## src/rtl/ivfr_pkg.sv

```systemverilog
// Constants, types and helpers for input voltage fault response.
// Assumes all users share one 16-bit linear-format number encoding.
package ivfr_pkg;
    // Command codes of the four threshold/reaction settings
    localparam logic [7:0]  CMD_OV_WARN  = 8'h57;
    localparam logic [7:0]  CMD_UV_WARN  = 8'h58;
    localparam logic [7:0]  CMD_UV_FAULT = 8'h59;
    localparam logic [7:0]  CMD_UV_REACT = 8'h5A;
    // Reset values of the settings
    // Largest positive linear value, so no overvoltage warning after reset
    localparam logic [15:0] OV_WARN_RST  = 16'h7BFF;
    localparam logic [15:0] UV_WARN_RST  = 16'h0000;
    localparam logic [15:0] UV_FAULT_RST = 16'h0000;
    localparam logic [7:0]  UV_REACT_RST = 8'h00;
    localparam logic [15:0] RD_NONE      = 16'h0000;
    localparam logic [7:0]  RD_PAD       = 8'h00;
    // Response codes, bits 7:6
    localparam logic [1:0]  RESP_IGNORE  = 2'h0;
    localparam logic [1:0]  RESP_DELAY   = 2'h1;
    localparam logic [1:0]  RESP_RETRY   = 2'h2;
    localparam logic [1:0]  RESP_LATCH   = 2'h3;
    // Retry codes, bits 5:3
    localparam logic [2:0]  RETRY_NONE   = 3'h0;
    localparam logic [2:0]  RETRY_ONE    = 3'h1;
    localparam logic [2:0]  RETRY_EVER   = 3'h7;
    // Linear format: 5-bit signed exponent, 11-bit signed mantissa
    localparam int          LIN_MANT_W   = 11;
    localparam int          LIN_VAL_W    = 48;
    localparam logic [5:0]  LIN_EXP_BIAS = 6'h10;

    // Reaction setting, packed in its bit order
    typedef struct packed {
        logic [1:0] resp;     // Response code
        logic [2:0] retries;  // Retry count code
        logic [2:0] delay;    // Delay exponent
    } ivfr_react_t;

    // Status bits shown to the outside
    typedef struct packed {
        logic uv_fault;       // Sticky undervoltage fault
        logic uv_warn;        // Live undervoltage warning
        logic ov_warn;        // Live overvoltage warning
        logic ratio_active;   // Ratio regulation engaged
    } ivfr_status_t;

    // Linear value to a fixed-point number scaled by 2^16
    function automatic logic signed [LIN_VAL_W-1:0] ivfr_lin_value(
        input logic [15:0] lin
    );
        logic signed [LIN_VAL_W-1:0] mant;
        logic        [5:0]           sh;
        mant = LIN_VAL_W'(signed'(lin[LIN_MANT_W-1:0]));
        sh   = {lin[15], lin[15:11]} + LIN_EXP_BIAS;
        return mant <<< sh;
    endfunction : ivfr_lin_value
endpackage : ivfr_pkg

```

## src/rtl/ivfr_sync.sv

```systemverilog
// Three-stage pin synchroniser with agreement filter.
// Assumes the pin is asynchronous to ref_clk.
`timescale 1ns/1ps
module ivfr_sync
    import ivfr_pkg::*;
#(
    parameter logic RST_VAL = 1'b0
)(
    input  wire logic ref_clk,
    input  wire logic srst,
    input  wire logic pin_in,
    output logic      level_out
);
    logic s1_reg;  // First stage, read only by s2
    logic s2_reg;  // Second stage
    logic s3_reg;  // Third stage

    // Shift chain; first stage feeds nothing but the second
    always_ff @(posedge ref_clk)
    begin
        if (srst)
        begin
            s1_reg <= RST_VAL;
            s2_reg <= RST_VAL;
            s3_reg <= RST_VAL;
        end
        else
        begin
            s1_reg <= pin_in;
            s2_reg <= s1_reg;
            s3_reg <= s2_reg;
        end
    end

    // Accept a change only when stages two and three agree
    always_ff @(posedge ref_clk)
    begin
        if (srst)
            level_out <= RST_VAL;
        else if (s2_reg == s3_reg)
            level_out <= s3_reg;
    end
endmodule : ivfr_sync

```

## src/rtl/ivfr_delay_timer.sv

```systemverilog
// Delay timer: counts 2^exp units of unit_cycles clocks each.
// Assumes unit_cycles is held steady while a count runs.
`timescale 1ns/1ps
module ivfr_delay_timer
    import ivfr_pkg::*;
#(
    parameter int UNIT_W = 16
)(
    input  wire logic              ref_clk,
    input  wire logic              srst,
    input  wire logic              start,
    input  wire logic [2:0]        exp_sel,
    input  wire logic [UNIT_W-1:0] unit_cycles,
    output logic                   done
);
    logic              busy_reg;   // Count in progress
    logic [UNIT_W-1:0] cyc_reg;    // Clocks inside current unit
    logic [7:0]        units_reg;  // Units elapsed
    logic [7:0]        target_reg; // Units to count
    logic              unit_end;   // Last clock of a unit

    // A zero unit length is taken as one clock, never a hang
    assign unit_end = (cyc_reg + UNIT_W'(1) >= unit_cycles);

    // Counting; a new start always restarts from zero
    always_ff @(posedge ref_clk)
    begin
        if (srst)
        begin
            busy_reg   <= 1'b0;
            cyc_reg    <= '0;
            units_reg  <= '0;
            target_reg <= '0;
            done       <= 1'b0;
        end
        else
        begin
            done <= 1'b0;
            if (start)
            begin
                busy_reg   <= 1'b1;
                cyc_reg    <= '0;
                units_reg  <= '0;
                target_reg <= 8'h01 << exp_sel;
            end
            else if (busy_reg && unit_end)
            begin
                cyc_reg <= '0;
                if (units_reg + 8'h01 == target_reg)
                begin
                    busy_reg <= 1'b0;
                    done     <= 1'b1;
                end
                else
                    units_reg <= units_reg + 8'h01;
            end
            else if (busy_reg)
                cyc_reg <= cyc_reg + UNIT_W'(1);
        end
    end
endmodule : ivfr_delay_timer

```

## src/rtl/ivfr_top.sv

```systemverilog
// Input voltage supervision: thresholds, warnings and the
// undervoltage fault reaction with delay, retry and latch.
// Assumes a command decoder presents writes by command code and
// that the delay unit length arrives from the timing setting.
//
// What this block does
// - Hold writable 16-bit overvoltage warning threshold
// - Hold 16-bit undervoltage warning threshold
// - Undervoltage warning value also sets ratio threshold
// - Ratio mode only when special options enable
// - Hold 16-bit undervoltage fault threshold
// - Response 00: fault never interrupts operation
// - Response 01: run for delay, then retry
// - Response 10: disable at once, then retry
// - Response 11: off until fault cleared
// - Off-then-on command cycle clears latched fault
// - Retry 000: never restart, stay off
// - Retry 001: one restart attempt, then off
// - Retry 010: two restart attempts, then off
// - Restart spacing equals delay count times unit
// - Retry 111: retry until off or shutdown
// - Delay field counts two to its value
// - Delay unit length comes from timing setting
`timescale 1ns/1ps
module ivfr_top
    import ivfr_pkg::*;
#(
    parameter int UNIT_W = 16  // Width of the delay unit count
)(
    input  wire logic              ref_clk,
    input  wire logic              srst,
    input  wire logic [7:0]        cmd_code,
    input  wire logic              cmd_wr,
    input  wire logic [15:0]       cmd_wdata,
    output logic      [15:0]       cmd_rd_data,
    input  wire logic              clear_faults,
    input  wire logic              uv_fault_bit_clear,
    input  wire logic              operation_on,
    input  wire logic              ctrl_pin,
    input  wire logic              ratio_enable,
    input  wire logic [UNIT_W-1:0] delay_unit_cycles,
    input  wire logic [15:0]       vin_measured,
    output logic                   power_enable,
    output ivfr_status_t           status
);
    // Reaction states
    typedef enum logic [1:0] {
        IVFR_RUN,      // Normal, output allowed
        IVFR_GRACE,    // Running out the delay with fault present
        IVFR_WAIT,     // Output off, waiting for next attempt
        IVFR_LATCHED   // Output off until fault cleared
    } ivfr_state_t;

    logic [15:0]   ov_warn_thr_reg;   // Overvoltage warning limit
    logic [15:0]   uv_warn_thr_reg;   // Undervoltage warn / ratio limit
    logic [15:0]   uv_fault_thr_reg;  // Undervoltage fault limit
    ivfr_react_t   react_reg;         // Fault reaction setting
    ivfr_state_t   state_reg;         // Reaction state
    logic [2:0]    retry_left_reg;    // Attempts still allowed
    logic          timer_start_reg;   // Restart the delay timer
    logic          on_prev_reg;       // Last on request, for edges
    logic          ctrl_level;        // Synchronised control pin
    logic          on_request;        // Host wants output on
    logic          on_rise;           // Off-to-on transition
    logic          clear_evt;         // Any fault clear source
    logic          timer_done;        // Delay expired
    logic          timer_expired;     // Expiry of the run now in progress
    logic          uv_fault_now;      // Input below fault limit
    logic          uv_warn_now;       // Input below warning limit
    logic          ov_warn_now;       // Input above warning limit
    logic          ratio_cond;        // Ratio regulation engaged
    logic signed [LIN_VAL_W-1:0] vin_val;  // Decoded input voltage

    // Control pin comes from outside the clock domain
    ivfr_sync #(
        .RST_VAL   (1'b0)
    ) u_ctrl_sync (
        .ref_clk   (ref_clk),
        .srst      (srst),
        .pin_in    (ctrl_pin),
        .level_out (ctrl_level)
    );

    // Delay and retry spacing timer, unit from timing setting
    ivfr_delay_timer #(
        .UNIT_W      (UNIT_W)
    ) u_timer (
        .ref_clk     (ref_clk),
        .srst        (srst),
        .start       (timer_start_reg),
        .exp_sel     (react_reg.delay),
        .unit_cycles (delay_unit_cycles),
        .done        (timer_done)
    );

    // Output on needs both the pin and the operation command
    assign on_request = operation_on & ctrl_level;
    assign on_rise    = on_request & ~on_prev_reg;
    // An off-then-on cycle clears like the explicit clears
    assign clear_evt  = uv_fault_bit_clear | clear_faults
                      | on_rise;
    // A done pulse from an abandoned run can meet a fresh start;
    // ignoring it there keeps a stale expiry from cutting a delay short
    assign timer_expired = timer_done & ~timer_start_reg;

    // Numeric compares on decoded linear values, not raw codes
    assign vin_val      = ivfr_lin_value(vin_measured);
    assign uv_fault_now = vin_val
                        < ivfr_lin_value(uv_fault_thr_reg);
    assign uv_warn_now  = vin_val
                        < ivfr_lin_value(uv_warn_thr_reg);
    assign ov_warn_now  = vin_val
                        > ivfr_lin_value(ov_warn_thr_reg);
    // One stored value serves warning and ratio threshold
    assign ratio_cond   = ratio_enable & ~uv_warn_now;

    // Threshold and reaction settings written by command code
    always_ff @(posedge ref_clk)
    begin
        if (srst)
        begin
            ov_warn_thr_reg  <= OV_WARN_RST;
            uv_warn_thr_reg  <= UV_WARN_RST;
            uv_fault_thr_reg <= UV_FAULT_RST;
            react_reg        <= UV_REACT_RST;
        end
        else if (cmd_wr)
        begin
            unique case (cmd_code)
                CMD_OV_WARN:  ov_warn_thr_reg  <= cmd_wdata;
                CMD_UV_WARN:  uv_warn_thr_reg  <= cmd_wdata;
                CMD_UV_FAULT: uv_fault_thr_reg <= cmd_wdata;
                CMD_UV_REACT: react_reg        <= cmd_wdata[7:0];
                default: ;  // Other codes belong elsewhere
            endcase
        end
    end

    // Read-back mux, registered; unknown codes answer zero
    always_ff @(posedge ref_clk)
    begin
        if (srst)
            cmd_rd_data <= RD_NONE;
        else
        begin
            unique case (cmd_code)
                CMD_OV_WARN:  cmd_rd_data <= ov_warn_thr_reg;
                CMD_UV_WARN:  cmd_rd_data <= uv_warn_thr_reg;
                CMD_UV_FAULT: cmd_rd_data <= uv_fault_thr_reg;
                CMD_UV_REACT: cmd_rd_data <= {RD_PAD, react_reg};
                default:      cmd_rd_data <= RD_NONE;
            endcase
        end
    end

    // Edge memory for the on request
    always_ff @(posedge ref_clk)
    begin
        if (srst)
            on_prev_reg <= 1'b0;
        else
            on_prev_reg <= on_request;
    end

    // Reaction sequencer. An off command halts any retry run,
    // including the endless one, and parks the machine in RUN.
    always_ff @(posedge ref_clk)
    begin
        if (srst)
        begin
            state_reg       <= IVFR_RUN;
            retry_left_reg  <= RETRY_NONE;
            timer_start_reg <= 1'b0;
        end
        else
        begin
            timer_start_reg <= 1'b0;
            if (!on_request)
                state_reg <= IVFR_RUN;
            else
            begin
                unique case (state_reg)
                    IVFR_RUN:
                    begin
                        if (uv_fault_now)
                        begin
                            unique case (react_reg.resp)
                                RESP_IGNORE: ;
                                RESP_DELAY:
                                begin
                                    state_reg       <= IVFR_GRACE;
                                    timer_start_reg <= 1'b1;
                                end
                                RESP_RETRY:
                                begin
                                    if (react_reg.retries == RETRY_NONE)
                                        state_reg <= IVFR_LATCHED;
                                    else
                                    begin
                                        state_reg       <= IVFR_WAIT;
                                        timer_start_reg <= 1'b1;
                                        retry_left_reg  <= react_reg.retries;
                                    end
                                end
                                RESP_LATCH:
                                    state_reg <= IVFR_LATCHED;
                            endcase
                        end
                    end
                    IVFR_GRACE:
                    begin
                        // Fault gone inside the delay: carry on
                        if (!uv_fault_now)
                            state_reg <= IVFR_RUN;
                        else if (timer_expired)
                        begin
                            if (react_reg.retries == RETRY_NONE)
                                state_reg <= IVFR_LATCHED;
                            else
                            begin
                                state_reg       <= IVFR_WAIT;
                                timer_start_reg <= 1'b1;
                                retry_left_reg  <= react_reg.retries;
                            end
                        end
                    end
                    IVFR_WAIT:
                    begin
                        // Restart attempt at each timer expiry
                        if (timer_expired)
                        begin
                            if (!uv_fault_now)
                                state_reg <= IVFR_RUN;
                            else if (react_reg.retries == RETRY_EVER)
                                timer_start_reg <= 1'b1;
                            else if (retry_left_reg == RETRY_ONE)
                                state_reg <= IVFR_LATCHED;
                            else
                            begin
                                retry_left_reg  <= retry_left_reg - 3'h1;
                                timer_start_reg <= 1'b1;
                            end
                        end
                    end
                    IVFR_LATCHED:
                    begin
                        if (clear_evt)
                            state_reg <= IVFR_RUN;
                    end
                endcase
            end
        end
    end

    // Output drive: only RUN and GRACE may supply power
    always_ff @(posedge ref_clk)
    begin
        if (srst)
            power_enable <= 1'b0;
        else
            power_enable <= on_request
                          & ((state_reg == IVFR_RUN)
                          | (state_reg == IVFR_GRACE));
    end

    // Status flags. Fault flag is sticky and a new fault in the
    // clear cycle wins, so no event is lost.
    always_ff @(posedge ref_clk)
    begin
        if (srst)
            status <= '0;
        else
        begin
            status.uv_warn      <= uv_warn_now;
            status.ov_warn      <= ov_warn_now;
            status.ratio_active <= ratio_cond;
            if (uv_fault_now)
                status.uv_fault <= 1'b1;
            else if (clear_evt)
                status.uv_fault <= 1'b0;
        end
    end
endmodule : ivfr_top

```

## config.mk

```make
export PLATFORM = sky130hd
export DESIGN_NAME = ivfr_top
export DESIGN_NICKNAME = d
export VERILOG_FILES = /design/src/rtl/ivfr_pkg.sv /design/src/rtl/ivfr_sync.sv /design/src/rtl/ivfr_delay_timer.sv /design/src/rtl/ivfr_top.sv
export SDC_FILE = /design/constraint.sdc
export NUM_CORES = 1
export LEC_CHECK = 0
export ABC_AREA = 0
export BUFFER_PORTS_ARGS = -buffer_cell sky130_fd_sc_hd__buf_2
export CAP_MARGIN = 20
export CORE_MARGIN = 8
export CORE_UTILIZATION = 60
export CTS_CLUSTER_DIAMETER = 50
export DETAILED_ROUTE_END_ITERATION = 8
export HOLD_SLACK_MARGIN = 0.1
export PLACE_DENSITY_LB_ADDON = 0.1
export SYNTH_ARGS = -nofsm -noshare
export SYNTH_HDL_FRONTEND = slang
export SYNTH_SLANG_ARGS = --single-unit
```

## constraint.sdc

```tcl
create_clock -name ref_clk -period 5.1 [get_ports ref_clk]
set_clock_uncertainty 0.15 [all_clocks]
set_input_delay 1.275 -clock ref_clk [delete_from_list [all_inputs] [get_ports ref_clk]]
set_output_delay 1.275 -clock ref_clk [all_outputs]
set_load 0.1 [all_outputs]
```

## Word level (Yosys, flattened, before mapping)

Cells that the tools add are included.

- Register bits: 122
- Bits in latches: 0
- Bits in writable memories: 0
- Memory bits (read-only): 0
- Bits of input ports: 64
- Memories: 0

- Add/subtract/negate cells: 7
- Multiply operators: 0
- Div/mod/pow operators: 0
- Order comparisons: 4
- Eq/ne operators: 27
- Shift-type cells: 5
- Mux-type cells: 38
- Bitwise logic cells: 14
- Reductions and logical operators: 19

Operator list:

| operator | count |
|---|---|
| $sshl 11x6->48 | 4 |
| $lt 48x48->1 | 2 |
| $pmux 16 s4 | 1 |
| $gt 48x48->1 | 1 |
| $eq 8x7->1 const B | 4 |
| $mux 3 | 9 |
| $add 6x5->6 const B | 4 |
| $add 16x1->16 const B | 1 |
| $ge 16x16->1 | 1 |
| $mux 2 | 8 |
| $ne 2x2->1 const B | 8 |
| $mux 1 | 15 |
| $reduce_and 2->1 | 6 |
| $reduce_and 10->1 | 1 |
| $ne 3x3->1 const B | 3 |
| $pmux 3 s3 | 1 |
| $add 8x1->8 const B | 1 |
| $eq 2x2->1 const B | 4 |
| $eq 8x8->1 | 1 |
| $pmux 2 s4 | 1 |
| $shl 1x3->8 const A | 1 |
| $reduce_and 7->1 | 1 |
| $not 1->1 | 6 |
| $pmux 2 s3 | 1 |
| other kinds (18) | 29 |

## Depth between registers and ports, before layout

Gate-level depths: netlist of run 1.

- Word-level depth: 6
- Mapped depth: 19
- Gate-level depth less buffers: 17

## Hierarchy

Synthesis of run 1 repeated with hierarchy kept, for this count alone.

- Cells, all modules: 1680
- Area total of the unflattened synthesis: 12310.6 sq um

Modules (own cells, without submodules):

| module | times used | cells each | area an instance (sq um) | sequential area each (sq um) |
|---|---|---|---|---|
| ivfr_top | 1 | 1382 | 9857.0 | 1681.6 |
| ivfr_delay_timer | 1 | 288 | 2341.0 | 680.7 |
| ivfr_sync | 1 | 10 | 112.6 | 80.1 |

## Worst setup path before layout of run 1

Ideal clock, no wire load.

- Path type: input port to flip-flop
- From: input port vin_measured[11]
- To: register status[2] (netlist name)
- Arrival time: 4.591 ns
- Required time: 4.891 ns
- Slack: 0.300 ns
- Stages: 18
- Cells stage by stage: buf_2 buf_2 mux2i_1 nand2_1 o21ai_0 inv_1 a21oi_1 mux2i_1 and2_1 ha_1 a21o_1 a211oi_2 o21bai_1 a2111o_1 a211oi_1 a31oi_1 o41ai_2 and2_1

- Longest elaborated chain between the ends: 3

RTL lines:

| element | line | source |
|---|---|---|
| start: declaration | ivfr_top.sv:42 | `input wire logic [15:0] vin_measured,` |
| $add 6x5->6 | ivfr_pkg.sv:53 | `sh = {lin[15], lin[15:11]} + LIN_EXP_BIAS;` |
| $sshl 11x6->48 | ivfr_pkg.sv:54 | `return mant <<< sh;` |
| $lt 48x48->1 | ivfr_top.sv:111 | `< ivfr_lin_value(uv_warn_thr_reg);` |
| end: declaration | ivfr_top.sv:44 | `output ivfr_status_t status` |

No other way between the ends.
A chain may end at the register's enable or synchronous reset.

## Worst setup path in the final report of run 1

- From: input port vin_measured[11]
- To: register status[0] (netlist name)

- Longest elaborated chain between the ends: 5

RTL lines:

| element | line | source |
|---|---|---|
| $add 6x5->6 | ivfr_pkg.sv:53 |  |
| $sshl 11x6->48 | ivfr_pkg.sv:54 |  |
| $lt 48x48->1 | ivfr_top.sv:111 |  |
| $not 1->1 | ivfr_top.sv:115 | `assign ratio_cond = ratio_enable & ~uv_warn_now;` |
| $and 1x1->1 | ivfr_top.sv:115 |  |

No other way between the ends.

==> reports/results.ini, run 1 <==
[cts]
post_cts.resized_instances = 0
cts_made_buffers = 17
cts_sinks = 122
clock_tree.root_cell = clkbuf_16
clk_pin_slew_ps = 60
cts_setup_buffers = 0
post_cts_hold_buffer_count = 0
clk_latency_ps = 420
cts_tree = built
ctsHtreeMaxLevel = 4
cts.path.max_buffers = 2

[cells_and_area]
multi_input_comb_area_um2 = 9150
seq_area_um2 = 2440
syn_to_final_growth_pct = 10.9
mostFrequentLayoutCells = 262 x nand2_1, 149 x a21oi_1, 147 x ha_1
n_fill_cell = 1784
nNetsFinal = 1926
final_layout_size_suffix_gt1_share_pct = 12.9
final_core_util_pct = 67.5
layout_commonest_cell = nand2_1
post_layout_nonfiller_instances = 1998

[synth]
seq_area_frac_synth_pct = 20.0
synth_top_flop_cell = dfxtp_1
number_of_synthesized_flops_with_an_enable_pin = 0
ys_ff_latch = 122
synth_nets = 1872
top_cells_by_area_synth = dfxtp_1 20%, ha_1 15%, nand2_1 8.0%, mux2i_1 6.8%, a21oi_1 6.1%
netlist_instances = 1661
synth-async-reset-ratio_pct = 0
post_synth_num_cell_types = 81
post-synth-top-area-cell = dfxtp_1
yosys.area.top_type_share_pct = 20.0
ys_warn_count = 0
syn-cell-area_um2 = 12200
synthesis.area_per_instance_um2 = 7.36

[setup_path]
nature_of_the_critical_path_endpoint = flip-flop
worst-setup-path-type = input pin to flip-flop
worstPathRequired_ps = 5230
critPathTopFamily = compound AO/OA/AOI/OAI gates
cp.buffers_inverters = 2
timing.reg2reg.worst_path_depth = 18
cp.depth = 16
cp_max_fo = 6
crit_path_max_incr_delay_ps = 410
timing.critical_path.cells = buf_2 -> mux2_2 -> o21ai_0 -> inv_1 -> a21oi_1 -> mux2i_1 -> and2_1 -> ha_1 -> a21o_1 -> a211oi_2 -> o21bai_1 -> a2111o_1 -> a211oi_1 -> a31oi_1 -> o41ai_2 -> nor3b_1
startpoint_type = input pin
crit_path_top_delay_cell = a2111o_1
crit_arrival_ps = 4890

[power]
cell_internal_pwr_uw = 1860
p_per_area_nw_per_um2 = 196
clock_power_share_pct = 44.2
p_comb_share_pct = 19.7
p_sw_share_pct = 30.3
power.ir.vdd_worst_uv = 215
total_switching_power_uw = 806
power_leakage_uw = 0.00567
part_of_the_total_power_dissipated_in_sequential_elements_pct = 36.1

[timing]
worst_slew_pin_slew_ps = 1080
rsz0062_at_grt = no
layout_min_cycle_time_ps = 4770
finalSetupViolCount = 0
timing.final.ws_setup_ps = 333
finalHoldViolCount = 0
fmax_ghz = 0.210
slew-limit-headroom_pct = 27.7
max_slew_violations = 0
final_min_period_over_clock_period_pct = 93.5

[floorplanning]
row_count = 52
die_height_um = 159
floorplan.die_area_um2 = 25200
core_um2 = 20100
floorplan.die.width_um = 159
initial_utilization_pct = 60.8
io_pins = 85

[place]
numPortBuffers = 84
placed_cells_incl_taps = 1966
gpl.final_weighted_congestion = 1.06
preCtsSetupSlack_ps = -59.4
post-dp-hpwl_um = 31200

[hold_path]
hold_path_depth = 1
hold_path.class = flip-flop to flip-flop

[routing]
wire_per_inst_um = 19.8
num_vias = 12600
route.final.wire_length_um = 39600
antenna_left = 0
viasPerCell = 6.33
first_pass_detailed_route_iteration_total = 6
drc_errors = 0
detailedRoute.firstIterationViolations = 1184

[global_routing]
first_pass_grt_wire_length_um = 61900
grt_util_all_layers_pct = 30.0
maximum_number_of_pins_on_one_net_before_global_route_repair = 72
antenna_found_initial = 0
first_global_vias = 11500
globalRoute.totalOverflow = 0

[flow_run]
maxCapViolations = 0

[run_status]
run_status = finished clean

per-stage QoR:
| step | total power [µW] | hold slack [ps] | TNS [ps] | cell area [µm²] |
|---|---|---|---|---|
| floorplan | 1310 | 264 | 0 | 12200 |
| global placement | 1480 | 273 | 0 | 13000 |
| detailed placement | 1490 | 302 | -96.9 | 13000 |
| CTS | 2660 | 310 | 0 | 13600 |
| global route | 2760 | 337 | 0 | 13600 |
| finish | 2660 | 309 | 0 | 13600 |
Yosys cell counts, types with 8 or more instances:
cell type / instances
a21o_1: 38
inv_1: 49
mux2i_1: 83
xnor2_1: 9
a22oi_1: 46
or3_1: 8
o21ai_0: 105
and2_1: 14
clkbuf_1: 81
nor2b_1: 14
a31oi_1: 13
a211oi_1: 12
buf_2: 16
o21a_1: 13
nor3_1: 24
dfxtp_1: 122
xor2_1: 31
a21oi_1: 149
mux2_2: 22
nand2_1: 262
nand3_1: 58
o211ai_1: 18
a21boi_0: 17
and3_1: 15
nand4_1: 32
nor2_1: 121
ha_1: 147
nand2b_1: 24
buf_1: 8
o22ai_1: 9
cell type report:
cell class,instances,share of cell area (%)
well taps,270,2.49
multi-input cells,1377,67.4
flip-flops and latches,122,18.0
diodes,1,0.0184
clock inverters,13,0.977
clock buffers,18,3.24
repair buffers,144,6.42
inverters,53,1.47
metal layers:
metal  up-vias  global-route usage [%]  part of all wire [%]
li1       6117                       -                     -
met1      5824                    41.5                    45
met2       618                    45.7                    43
met3        85                    4.71                   8.8
met4         0                    12.4                   3.6
met5         -                       0                     0
path summary, 6_finish.rpt:
kind                                      startpoint                  to  slack (ps)
worst max-delay path                vin_measured[11]           status[0]         330
worst min-delay path              u_ctrl_sync.s1_reg  u_ctrl_sync.s2_reg         310
worst max register to register  uv_fault_thr_reg[12]   retry_left_reg[0]         520
worst min register to register    u_ctrl_sync.s1_reg  u_ctrl_sync.s2_reg         310
cell families after synthesis:
family	Yosys count	share of synthesized area, %
simple gates	608	23.2
compound gates	477	24.8
buf+inv	162	5.27
fa+ha+maj	147	15.0
flops	122	20.0
mux	105	8.82
xor+xnor	40	2.86
power groups by stage:
stage	registers, µW	logic [µW]	clock network, µW
2_1_floorplan	996	311	0
3_3_place_gp	981	500	0
3_5_place_dp	981	508	0
4_1_cts	960	511	1190
5_1_grt	960	575	1230
6_report	960	524	1180
Power figures use the tool's default switching activity.
==> inputs of run 2 (changes only) <==
SYNTH_HIERARCHICAL = 1   (was unset)
==> reports/results.ini, run 2 <==
[floorplanning]
floorplan.die_area_um2 = 25400  ; +0.58%
die_height_um = 159  ; +0.29%
io_pins = 85  ; unchanged
core_um2 = 20200  ; +0.32%
row_count = 52  ; unchanged
initial_utilization_pct = 61.0  ; +0.19 points
floorplan.die.width_um = 159  ; +0.29%

[cts]
clock_tree.root_cell = clkbuf_16
post_cts.resized_instances = 0  ; unchanged
cts.path.max_buffers = 2  ; unchanged
cts_made_buffers = 17  ; unchanged
clk_pin_slew_ps = 60  ; about the same
cts_tree = built
post_cts_hold_buffer_count = 0  ; unchanged
clk_latency_ps = 430  ; about the same
cts_setup_buffers = 0  ; unchanged
ctsHtreeMaxLevel = 4  ; unchanged
cts_sinks = 122  ; unchanged

[global_routing]
first_pass_grt_wire_length_um = 63600  ; +2.7%
maximum_number_of_pins_on_one_net_before_global_route_repair = 62  ; -14%
grt_util_all_layers_pct = 30.9  ; +0.84 points
first_global_vias = 11800  ; +2.9%
globalRoute.totalOverflow = 0  ; unchanged
antenna_found_initial = 0  ; unchanged

[cells_and_area]
n_antenna_cell = 0  ; -1
layout.cell_area.non_filler_um2 = 13800  ; +1.4%
syn_to_final_growth_pct = 11.8
post_layout_nonfiller_instances = 2034  ; +1.8%
nNetsFinal = 1962  ; +1.9%
mostFrequentLayoutCells = 270 x nand2_1, 157 x a21oi_1, 147 x ha_1
final_layout_size_suffix_gt1_share_pct = 13.8  ; +0.86 points
layout_commonest_cell = nand2_1

[synth]
seq_area_frac_synth_pct = 19.8  ; -0.13 points
netlist_instances = 1680  ; +1.1%
ys_warn_count = 6  ; +6
post-synth-top-area-cell = dfxtp_1
top_cells_by_area_synth = dfxtp_1 20%, ha_1 15%, nand2_1 8.2%, mux2i_1 7.1%, a21oi_1 6.4%
yosys.area.top_type_share_pct = 19.8  ; -0.13 points
yosys.cell_count.top_type = nand2_1
synth-async-reset-ratio_pct = 0  ; unchanged
yosys-top-cells-count = 270 x nand2_1, 157 x a21oi_1, 147 x ha_1
ys_ff_latch = 122  ; unchanged
synth_top_flop_cell = dfxtp_1
syn-cell-area_um2 = 12300  ; +0.64%
synthesis.area_per_instance_um2 = 7.33  ; -0.49%
synth_nets = 1891  ; +1.0%
post_synth_num_cell_types = 83  ; +2.5%
number_of_synthesized_flops_with_an_enable_pin = 0  ; unchanged

[routing]
wire_per_inst_um = 20.1  ; +1.2%
route.final.wire_length_um = 40800  ; +3.0%
total_met2_wirelength_after_detailed_routing_um = 17600  ; +4.0%
viasPerCell = 6.32  ; -0.14%
antenna_left = 0  ; unchanged
first_pass_detailed_route_iteration_total = 6  ; unchanged
topRoutingLayerUsed = met4
drc_errors = 0  ; unchanged
met3_wirelength_um = 3500  ; +0.81%
num_vias = 12900  ; +1.7%
detailedRoute.firstIterationViolations = 1391  ; +17%
m1WireLength_um = 18000  ; +1.4%

[timing]
final_min_period_over_clock_period_pct = 94.8  ; +1.3 points
rsz0062_at_grt = no
timing.final.ws_setup_ps = 267  ; -65.8 ps
layout_min_cycle_time_ps = 4830  ; +65.8 ps
slew-limit-headroom_pct = 31.6  ; +4.0 points
max_slew_violations = 0  ; unchanged
finalSetupViolCount = 0  ; unchanged
finalHoldViolCount = 0  ; unchanged
fmax_ghz = 0.207  ; -1.4%
worst_slew_pin_slew_ps = 1030  ; -50.2 ps

[setup_path]
worst-setup-path-type = input pin to flip-flop
startpoint_type = input pin
timing.reg2reg.worst_path_depth = 17  ; -1
cp_max_fo = 9  ; +3
crit_arrival_ps = 5040  ; +150 ps
nature_of_the_critical_path_endpoint = flip-flop
worstPathRequired_ps = 5300  ; +70 ps

[power]
report.power.total_uw = 2710  ; +1.8%
p_per_area_nw_per_um2 = 197  ; +0.41%
power_leakage_uw = 0.00571  ; +0.87%
power.ir.vdd_worst_uv = 184  ; -14%

[place]
numPortBuffers = 84  ; unchanged
gpl.final_weighted_congestion = 1.04  ; -1.3%
post-dp-hpwl_um = 32400  ; +3.8%
placed_cells_incl_taps = 2002  ; +1.8%
placed_cell_area_um2 = 13200  ; +1.4%
preCtsSetupSlack_ps = -72.4  ; -13.0 ps

[flow_run]
maxCapViolations = 0  ; unchanged

[hold_path]
hold_path_depth = 2  ; +1
hold_path.class = flip-flop to flip-flop

[run_status]
run_status = finished clean

==> run 2: critical path, stage by stage <==
cell	delay [ps]
buf_2	140
buf_4	180
mux2i_1	140
nand2_1	70
o21ai_0	110
o32ai_1	400
mux2i_1	270
o21ai_0	320
ha_1	310
and3_1	210
o2111ai_1	110
a31oi_1	70
o32a_1	340
a211o_2	330
mux2i_1	140
buf_4	150
or3_1	310
a31oi_1	150
==> run 2: worst paths after layout <==
check                                     startpoint                    end  slack [ps]
worst min-delay path              u_ctrl_sync/s3_reg  u_ctrl_sync/level_out         320
worst max-delay path                vin_measured[12]      retry_left_reg[0]         270
worst max register to register  uv_fault_thr_reg[12]      retry_left_reg[0]         690
worst min register to register    u_ctrl_sync/s3_reg  u_ctrl_sync/level_out         320
==> run 2: per-stage QoR <==
stage	TNS [ps]	hold WS [ps]	utilization, %
after floorplan	0	264	-
after global placement	-4.29	304	65.3
after detailed placement	-215	308	65.3
after CTS	0	317	68.2
after global routing	0	342	68.2
final	0	318	68.2
==> run 2: report_power, final <==
group,leakage (µW),switching (µW),internal (µW),total [µW]
clock,0.000282,517,690,1210
combinational,0.00445,319,225,543
sequential,0.000984,3.28,957,960
total,0.00571,839,1870,2710
==> run 2: per-layer routing <==
metal,vias up,global-route usage (%)
li1,6229,-
met5,-,0
met3,99,5.17
met1,5887,41.6
met4,0,15.0
met2,639,47.1
==> run 2: cell families (layout without fill, tap and decap cells) <==
logic type	after synthesis	count (layout)	synth area share [%]
buf+inv	157	241	5.26
flops	122	122	19.8
compound gates	478	478	24.3
xor+xnor	37	37	2.63
simple gates	623	623	23.3
mux	116	116	9.76
fa+ha+maj	147	147	14.9
==> run 2: final cells by class <==
type                       count  area (µm²)
clock buffer                  17         425
timing repair buffer         161         998
tap                          270         338
inverter                      48         180
sequential                   122        2440
clock inverter                15         154
multi-input combinational   1401        9220
fill                        1758        6410
